### src/ccdmx_pkg.sv
// constants, field positions and channel type for the ccd channel sequencer
// assumes a single 20 MHz system clock domain and 32-bit avalon-mm access
// Function
// - three samplers capture together, one converter
// - reset level on ref fall, pixel on data
// - mux advances on each data strobe fall
// - order bit: red-first or blue-first sequence
// - ref strobe fall returns mux to first
// - format bit: normal or byte demux
// - normal mode drives all sixteen lines
// - demux: high byte rise, low byte fall
// - narrow variant uses middle eight lines
// - per-channel 6-bit gain code applied
// - gain equals 80 over 80 minus code
// - per-channel 10-bit offset code
// - clamp only when request and ref high
// - count bit: single or three channel
// - single mode holds selected channel
package ccdmx_pkg;
   // =====================================================
   // register map, byte addresses
   localparam logic [4:0] REG_CFG = 5'h00;
   localparam logic [4:0] REG_OFS_R = 5'h04;
   localparam logic [4:0] REG_OFS_G = 5'h08;
   localparam logic [4:0] REG_OFS_B = 5'h0c;
   localparam logic [4:0] REG_GAIN_R = 5'h10;
   localparam logic [4:0] REG_GAIN_G = 5'h14;
   localparam logic [4:0] REG_GAIN_B = 5'h18;
   localparam logic [4:0] REG_STAT = 5'h1c;
   // =====================================================
   // configuration fields
   localparam int CFG_CH1 = 3;
   localparam int CFG_SEL_LO = 4;
   localparam int CFG_SEL_HI = 5;
   localparam int CFG_ORDER = 6;
   localparam int CFG_DEMUX = 7;
   localparam logic [7:0] CFG_RST = 8'h00;
   localparam logic [9:0] OFS_RST = 10'h000;
   localparam logic [5:0] GAIN_RST = 6'h00;
   // =====================================================
   // widths and lanes
   localparam int DATA_W = 16;
   localparam int BYTE_W = 8;
   localparam int LANE_TOP_LSB = 8;
   localparam int LANE_MID_LSB = 6;
   localparam logic [6:0] GAIN_NUM = 7'h50;
   localparam logic [31:0] RD_NONE = 32'h0000_0000;
   // =====================================================
   typedef enum logic [1:0] {CH_RED, CH_GREEN, CH_BLUE} ccdmx_chan_type;
endpackage : ccdmx_pkg

### src/ccdmx_edge_if.sv
// synchronised level and edge pulses of one outside strobe
// assumes producer and consumer share sys_clk_i
`timescale 1ns/1ps
interface ccdmx_edge_if;
   logic level;
   logic rise;
   logic fall;
   modport src (output level, output rise, output fall);
   modport dst (input level, input rise, input fall);
endinterface : ccdmx_edge_if

### src/ccdmx_seq.sv
// channel mux sequencer, sampling strobes, gain/offset codes and output formatter
// assumes strobes and converter clock are outside pins much slower than sys_clk_i,
// and conv_valid_i comes from logic on sys_clk_i before the next data strobe fall
//
// Design decisions made here: the Avalon-MM slave port and the placing of the registers.
`timescale 1ns/1ps
module ccdmx_seq #(
   parameter bit NARROW_VARIANT = 1'b0 // 1: demux only, middle byte lanes
) (
   input wire logic sys_clk_i, // 20 MHz clock
   input wire logic rst_i, // async reset, high
   input wire logic [4:0] avs_address_i, // byte address
   input wire logic avs_read_i, // read request
   input wire logic avs_write_i, // write request
   input wire logic [31:0] avs_writedata_i, // write data
   input wire logic [3:0] avs_byteenable_i, // byte lanes
   output logic [31:0] avs_readdata_o, // read data
   output logic avs_waitrequest_o, // stall
   input wire logic reference_sample_strobe_i, // reset-level strobe pin
   input wire logic data_sample_strobe_i, // pixel-level strobe pin
   input wire logic converter_output_clock_i, // output clock pin
   input wire logic clamp_request_i, // clamp request pin
   input wire logic [15:0] conv_data_i, // converter result
   input wire logic conv_valid_i, // result valid pulse
   output logic [2:0] cds_ref_capture_o, // reset-level capture pulse, b/g/r
   output logic [2:0] cds_data_capture_o, // pixel capture pulse, b/g/r
   output logic [1:0] mux_sel_o, // connected channel
   output logic [5:0] gain_code_o, // gain code of connected channel
   output logic [6:0] gain_den_o, // gain divisor 80 - code
   output logic [29:0] offset_codes_o, // offset codes b,g,r
   output logic clamp_en_o, // input clamp on
   output logic [15:0] out_data_o, // output data lines
   output logic [1:0] out_tag_o // channel of word on lines
);
   // =====================================================
   // strobe synchronisers
   ccdmx_edge_if ref_e ();
   ccdmx_edge_if dat_e ();
   ccdmx_edge_if ock_e ();
   ccdmx_edge_if clp_e ();
   ccdmx_edge_det u_ref (.sys_clk_i(sys_clk_i), .rst_i(rst_i),
      .pin_i(reference_sample_strobe_i), .edge_o(ref_e));
   ccdmx_edge_det u_dat (.sys_clk_i(sys_clk_i), .rst_i(rst_i),
      .pin_i(data_sample_strobe_i), .edge_o(dat_e));
   ccdmx_edge_det u_ock (.sys_clk_i(sys_clk_i), .rst_i(rst_i),
      .pin_i(converter_output_clock_i), .edge_o(ock_e));
   ccdmx_edge_det u_clp (.sys_clk_i(sys_clk_i), .rst_i(rst_i),
      .pin_i(clamp_request_i), .edge_o(clp_e));

   // =====================================================
   // register file
   logic [7:0] cfg_q;
   logic [9:0] ofs_q [3];
   logic [5:0] gain_q [3];
   logic wait_q;
   wire req = avs_read_i | avs_write_i;
   wire rd_load = avs_read_i & wait_q;
   wire wr_take = avs_write_i & ~wait_q;
   wire [15:0] wd16 = {avs_byteenable_i[1] ? avs_writedata_i[15:8] : 8'h00,
                       avs_byteenable_i[0] ? avs_writedata_i[7:0] : 8'h00};
   wire [15:0] keep16 = {avs_byteenable_i[1] ? 8'h00 : 8'hff,
                         avs_byteenable_i[0] ? 8'h00 : 8'hff};
   wire hit_cfg = avs_address_i == ccdmx_pkg::REG_CFG;
   wire [2:0] hit_ofs = {avs_address_i == ccdmx_pkg::REG_OFS_B,
                         avs_address_i == ccdmx_pkg::REG_OFS_G,
                         avs_address_i == ccdmx_pkg::REG_OFS_R};
   wire [2:0] hit_gain = {avs_address_i == ccdmx_pkg::REG_GAIN_B,
                          avs_address_i == ccdmx_pkg::REG_GAIN_G,
                          avs_address_i == ccdmx_pkg::REG_GAIN_R};
   wire hit_stat = avs_address_i == ccdmx_pkg::REG_STAT;

   // waitrequest drops for one cycle, one cycle after a request appears
   always_ff @(posedge sys_clk_i or posedge rst_i) begin
      if (rst_i) begin
         wait_q <= 1'b1;
      end else begin
         wait_q <= ~(req & wait_q);
      end
   end
   assign avs_waitrequest_o = wait_q;

   always_ff @(posedge sys_clk_i or posedge rst_i) begin
      if (rst_i) begin
         cfg_q <= ccdmx_pkg::CFG_RST;
      end else if (wr_take & hit_cfg) begin
         cfg_q <= (cfg_q & keep16[7:0]) | wd16[7:0];
      end
   end

   for (genvar c = 0; c < 3; c++) begin : g_chreg
      always_ff @(posedge sys_clk_i or posedge rst_i) begin
         if (rst_i) begin
            ofs_q[c] <= ccdmx_pkg::OFS_RST;
            gain_q[c] <= ccdmx_pkg::GAIN_RST;
         end else begin
            if (wr_take & hit_ofs[c]) begin
               ofs_q[c] <= (ofs_q[c] & keep16[9:0]) | wd16[9:0];
            end
            if (wr_take & hit_gain[c]) begin
               gain_q[c] <= (gain_q[c] & keep16[5:0]) | wd16[5:0];
            end
         end
      end
   end

   // =====================================================
   // configuration decode
   // the narrow variant has no normal mode, so demux is forced on
   wire single_mode = cfg_q[ccdmx_pkg::CFG_CH1];
   wire rev_order = cfg_q[ccdmx_pkg::CFG_ORDER];
   wire demux_mode = cfg_q[ccdmx_pkg::CFG_DEMUX] | NARROW_VARIANT;
   wire [1:0] fix_sel = {cfg_q[ccdmx_pkg::CFG_SEL_HI], cfg_q[ccdmx_pkg::CFG_SEL_LO]};

   // =====================================================
   // channel mux
   ccdmx_pkg::ccdmx_chan_type chan_q;
   ccdmx_pkg::ccdmx_chan_type chan_d;
   ccdmx_pkg::ccdmx_chan_type step_ch;
   ccdmx_pkg::ccdmx_chan_type fixed_ch;
   ccdmx_pkg::ccdmx_chan_type first_ch;
   ccdmx_pkg::ccdmx_chan_type tag_q;
   ccdmx_pkg::ccdmx_chan_type res_tag_q;

   assign first_ch = rev_order ? ccdmx_pkg::CH_BLUE : ccdmx_pkg::CH_RED;

   always_comb begin
      case (fix_sel)
         2'h2: fixed_ch = ccdmx_pkg::CH_GREEN;
         2'h1: fixed_ch = ccdmx_pkg::CH_BLUE;
         default: fixed_ch = ccdmx_pkg::CH_RED;
      endcase
   end

   always_comb begin
      case (chan_q)
         ccdmx_pkg::CH_RED: step_ch = rev_order ? ccdmx_pkg::CH_BLUE : ccdmx_pkg::CH_GREEN;
         ccdmx_pkg::CH_GREEN: step_ch = rev_order ? ccdmx_pkg::CH_RED : ccdmx_pkg::CH_BLUE;
         ccdmx_pkg::CH_BLUE: step_ch = rev_order ? ccdmx_pkg::CH_GREEN : ccdmx_pkg::CH_RED;
         default: step_ch = first_ch;
      endcase
   end

   // a ref fall landing with a data fall wins: the line restarts
   always_comb begin
      if (single_mode) begin
         chan_d = fixed_ch;
      end else if (ref_e.fall) begin
         chan_d = first_ch;
      end else if (dat_e.fall) begin
         chan_d = step_ch;
      end else begin
         chan_d = chan_q;
      end
   end

   always_ff @(posedge sys_clk_i or posedge rst_i) begin
      if (rst_i) begin
         chan_q <= ccdmx_pkg::CH_RED;
         tag_q <= ccdmx_pkg::CH_RED;
      end else begin
         chan_q <= chan_d;
         if (dat_e.fall) begin
            tag_q <= chan_q;
         end
      end
   end
   assign mux_sel_o = chan_q;

   // =====================================================
   // sampler strobes, clamp and analog codes
   // all three samplers capture together whatever the mode
   always_ff @(posedge sys_clk_i or posedge rst_i) begin
      if (rst_i) begin
         cds_ref_capture_o <= 3'h0;
         cds_data_capture_o <= 3'h0;
         clamp_en_o <= 1'b0;
         gain_code_o <= ccdmx_pkg::GAIN_RST;
         gain_den_o <= ccdmx_pkg::GAIN_NUM;
         offset_codes_o <= {3{ccdmx_pkg::OFS_RST}};
      end else begin
         cds_ref_capture_o <= {3{ref_e.fall}};
         cds_data_capture_o <= {3{dat_e.fall}};
         clamp_en_o <= clp_e.level & ref_e.level;
         gain_code_o <= gain_q[chan_q];
         gain_den_o <= ccdmx_pkg::GAIN_NUM - {1'b0, gain_q[chan_q]};
         offset_codes_o <= {ofs_q[2], ofs_q[1], ofs_q[0]};
      end
   end

   // =====================================================
   // converter result and output formatter
   logic [15:0] res_q;
   localparam int BYTE_LSB = NARROW_VARIANT ? ccdmx_pkg::LANE_MID_LSB : ccdmx_pkg::LANE_TOP_LSB;
   wire [15:0] hi_lanes = 16'(res_q[15:8]) << BYTE_LSB;
   wire [15:0] lo_lanes = 16'(res_q[7:0]) << BYTE_LSB;

   always_ff @(posedge sys_clk_i or posedge rst_i) begin
      if (rst_i) begin
         res_q <= 16'h0000;
         res_tag_q <= ccdmx_pkg::CH_RED;
      end else if (conv_valid_i) begin
         res_q <= conv_data_i;
         res_tag_q <= tag_q;
      end
   end

   always_ff @(posedge sys_clk_i or posedge rst_i) begin
      if (rst_i) begin
         out_data_o <= 16'h0000;
         out_tag_o <= 2'h0;
      end else if (ock_e.rise) begin
         out_data_o <= demux_mode ? hi_lanes : res_q;
         out_tag_o <= res_tag_q;
      end else if (ock_e.fall & demux_mode) begin
         out_data_o <= lo_lanes;
      end
   end

   // =====================================================
   // status and read data
   wire [31:0] stat_word = {24'h000000, clp_e.level, ock_e.level, dat_e.level,
                            ref_e.level, 2'(tag_q), 2'(chan_q)};
   wire [31:0] rd_word = hit_cfg ? 32'(cfg_q) :
                         hit_ofs[0] ? 32'(ofs_q[0]) :
                         hit_ofs[1] ? 32'(ofs_q[1]) :
                         hit_ofs[2] ? 32'(ofs_q[2]) :
                         hit_gain[0] ? 32'(gain_q[0]) :
                         hit_gain[1] ? 32'(gain_q[1]) :
                         hit_gain[2] ? 32'(gain_q[2]) :
                         hit_stat ? stat_word : ccdmx_pkg::RD_NONE;

   always_ff @(posedge sys_clk_i or posedge rst_i) begin
      if (rst_i) begin
         avs_readdata_o <= ccdmx_pkg::RD_NONE;
      end else if (rd_load) begin
         // loaded while still stalling, so the word stands at the edge that takes it
         avs_readdata_o <= rd_word;
      end
   end
endmodule : ccdmx_seq

### src/ccdmx_edge_det.sv
// two-flop synchroniser plus edge finder for one outside pin
// assumes the pin is slower than half of sys_clk_i
`timescale 1ns/1ps
module ccdmx_edge_det (
   input wire logic sys_clk_i, // system clock
   input wire logic rst_i, // async reset, high
   input wire logic pin_i, // outside pin
   ccdmx_edge_if.src edge_o // level and edges
);
   logic meta_q;
   logic sync_q;
   logic last_q;
   // the first stage feeds only the second
   always_ff @(posedge sys_clk_i or posedge rst_i) begin
      if (rst_i) begin
         meta_q <= 1'b0;
         sync_q <= 1'b0;
         last_q <= 1'b0;
      end else begin
         meta_q <= pin_i;
         sync_q <= meta_q;
         last_q <= sync_q;
      end
   end
   assign edge_o.level = sync_q;
   assign edge_o.rise = sync_q & ~last_q;
   assign edge_o.fall = ~sync_q & last_q;
endmodule : ccdmx_edge_det

### config.mk
export PLATFORM = sky130hd
export DESIGN_NAME = ccdmx_seq
export DESIGN_NICKNAME = d
export VERILOG_FILES = /design/src/ccdmx_pkg.sv /design/src/ccdmx_edge_if.sv /design/src/ccdmx_seq.sv /design/src/ccdmx_edge_det.sv
export SDC_FILE = /design/constraint.sdc
export NUM_CORES = 1
export LEC_CHECK = 0
export CORE_ASPECT_RATIO = 1.4
export CORE_MARGIN = 2
export CORE_UTILIZATION = 63
export CTS_CLUSTER_DIAMETER = 100
export DETAILED_ROUTE_END_ITERATION = 10
export DONT_BUFFER_PORTS = 1
export PLACE_DENSITY = 0.87
export SETUP_SLACK_MARGIN = 0.4
export SLEW_MARGIN = 20
export SYNTH_ARGS = -nofsm -noshare
export SYNTH_HDL_FRONTEND = slang
export SYNTH_HIERARCHICAL = 1
export SYNTH_SLANG_ARGS = --single-unit
### constraint.sdc
create_clock -name sys_clk_i -period 14 [get_ports sys_clk_i]
set_input_delay 2.8 -clock sys_clk_i [delete_from_list [all_inputs] [get_ports sys_clk_i]]
set_output_delay 2.8 -clock sys_clk_i [all_outputs]
set_load 0.01 [all_outputs]
==> summary.txt <==
outcome -> completed
worst vdd ir -> 121 uV
Clk pin slew, worst setup/hold paths -> 0.06 ns
fin nets -> 580
Slew Viols, Final -> 0
Starting Density -> 0.650
slowest stage delay, CP -> 0.56 ns
WL final -> 14.4 mm
initial antenna violation count -> 0
CTS H-tree depth -> 4
GRT Util Overall -> 0.257
slowest CP cell -> and3_1
Rel. slew slack -> 0.373
worst slew pin tran -> 0.938 ns
cts repair resizes -> 0
Multi-input gate area -> 0.00239 mm^2
Post-Synthesis Cells -> 521
Die Ht -> 127 um
Cell Rows -> 44
worst skew pair latency -> 0.42 ns
layout cells sized above 1 -> 0.255
first-pass GRT wire length -> 22.9 mm
clock skew -> 0.00722 ns
DP Worst Slack -> 9.53 ns
critical path, cell by cell -> or2_1 -> nor2_4 -> and3_1 -> mux2_2
die footprint -> 0.0116 mm^2
Final Hold Vio Count -> 0
CORE AREA -> 0.0104 mm^2
setup_tns -> 0 ns
Setup WS post-layout -> 9.88 ns
GRT overflow -> 0
DR iter-0 viols -> 316
Leakage -> 3.50 nW
max-cap check violation count -> 0
Layout area overhead -> 8.19%
Hold Crit Class -> flip-flop to flip-flop
crit path max fanout -> 9
Synth Area per Inst -> 13.0 um^2
FF-to-FF path depth -> 5
RePlAce Congestion -> 0.888
Reg area -> 0.00408 mm^2
root buf cell -> clkbuf_16
clock sinks -> 163
Crit. End Element -> flip-flop
Final min period -> 4.12 ns
Mapped Area -> 0.00677 mm^2
WHS Path Cells -> 0
warnings from Yosys -> 6
die width -> 91.6 um
# IOs -> 169
DP HPWL -> 9.99 mm
Final Cycle Share -> 0.294
drt first pass iters -> 5
largest net degree at the start of global routing -> 101
CTS tree -> built
setup repair bufs after CTS -> 0
Final Setup Violations -> 0
Setup Crit Path Kind -> input port to flip-flop
DR vias -> 4138
post-route ant nets -> 0
CP Data Required Time -> 14.30 ns
Final Util -> 0.704
port buffer count -> 0
Wirelength per Cell -> 21.6 um
CTS Buffer Depth -> 2
Hold-fix buffers, CTS -> 0
power per cell area -> 157 mW/mm^2
fillcell total -> 687
RSZ-0062 raised after global routing -> no
Fin Hold WS -> 0.352 ns
vias per inst -> 6.23
TritonCTS Buffers -> 17
fmax -> 243 MHz
n_diodes -> 0
vias in the first global route -> 4359
CP Data Arrival Time -> 4.42 ns
DRC violations left -> 0
Startpoint Class -> input port
final timing paths:
check	from	end	slack (ns)
min in group asynchronous	rst_i	u_clp/meta_q	2.12
hold reg to reg	u_clp/meta_q	u_clp/edge_o.level	0.35
max in group asynchronous	rst_i	mux_sel_o[0]	10.39
hold / removal	u_clp/meta_q	u_clp/edge_o.level	0.35
setup / recovery	avs_address_i[1]	flip-flop	9.88
setup reg to reg	mux_sel_o[1]	gain_den_o[4]	12.04
power breakdown:
part	internal [W]	switching [W]
clock network	0.000286	0.000195
registers	0.000523	0.0000535
logic	0.0000432	0.0000474
total	0.000853	0.000296
layout by cell type, fill, tap and decap left out, drive strengths merged, types with 5 or more instances in the layout:
master and n:
a21oi 16, clkbuf 17, conb 22, dfrtp 160
inv 17, mux2 81, mux2i 21, nand2 47
nor2 15, nor2b 7, o21ai 22, o22ai 13
xnor2 5
critical path, delay by kind of cell:
family,cells,cell delay (ns)
AND/OR/NAND/NOR,3,1.21
multiplexers,1,0.41
per-stage QoR:
stage                     total power (W)  instance area [um^2]  std cells
after global routing              0.00119                  7320        664
after global placement           0.000666                  6700        632
final                             0.00115                  7320        664
after floorplan                  0.000657                  6850        542
after CTS                         0.00115                  7320        664
after detailed placement         0.000675                  6700        632
layout make-up:
type,instances,area share
Clock inverter,15,0.0267
Inverter,10,0.00581
Clock buffer,17,0.0581
Multi-Input combinational cell,319,0.326
Timing Repair Buffer,2,0.00205
Sequential cell,163,0.558
Tap cell,138,0.0236
routing by layer:
metal | vias up | track usage | share of wire
met3 | 41 | 0.0819 | 0.078
met5 | - | 0 | 0
met4 | 0 | 0.127 | 0.037
met1 | 2098 | 0.299 | 0.36
met2 | 219 | 0.430 | 0.52
li1 | 1780 | - | -
Power figures use the tool's default switching activity.
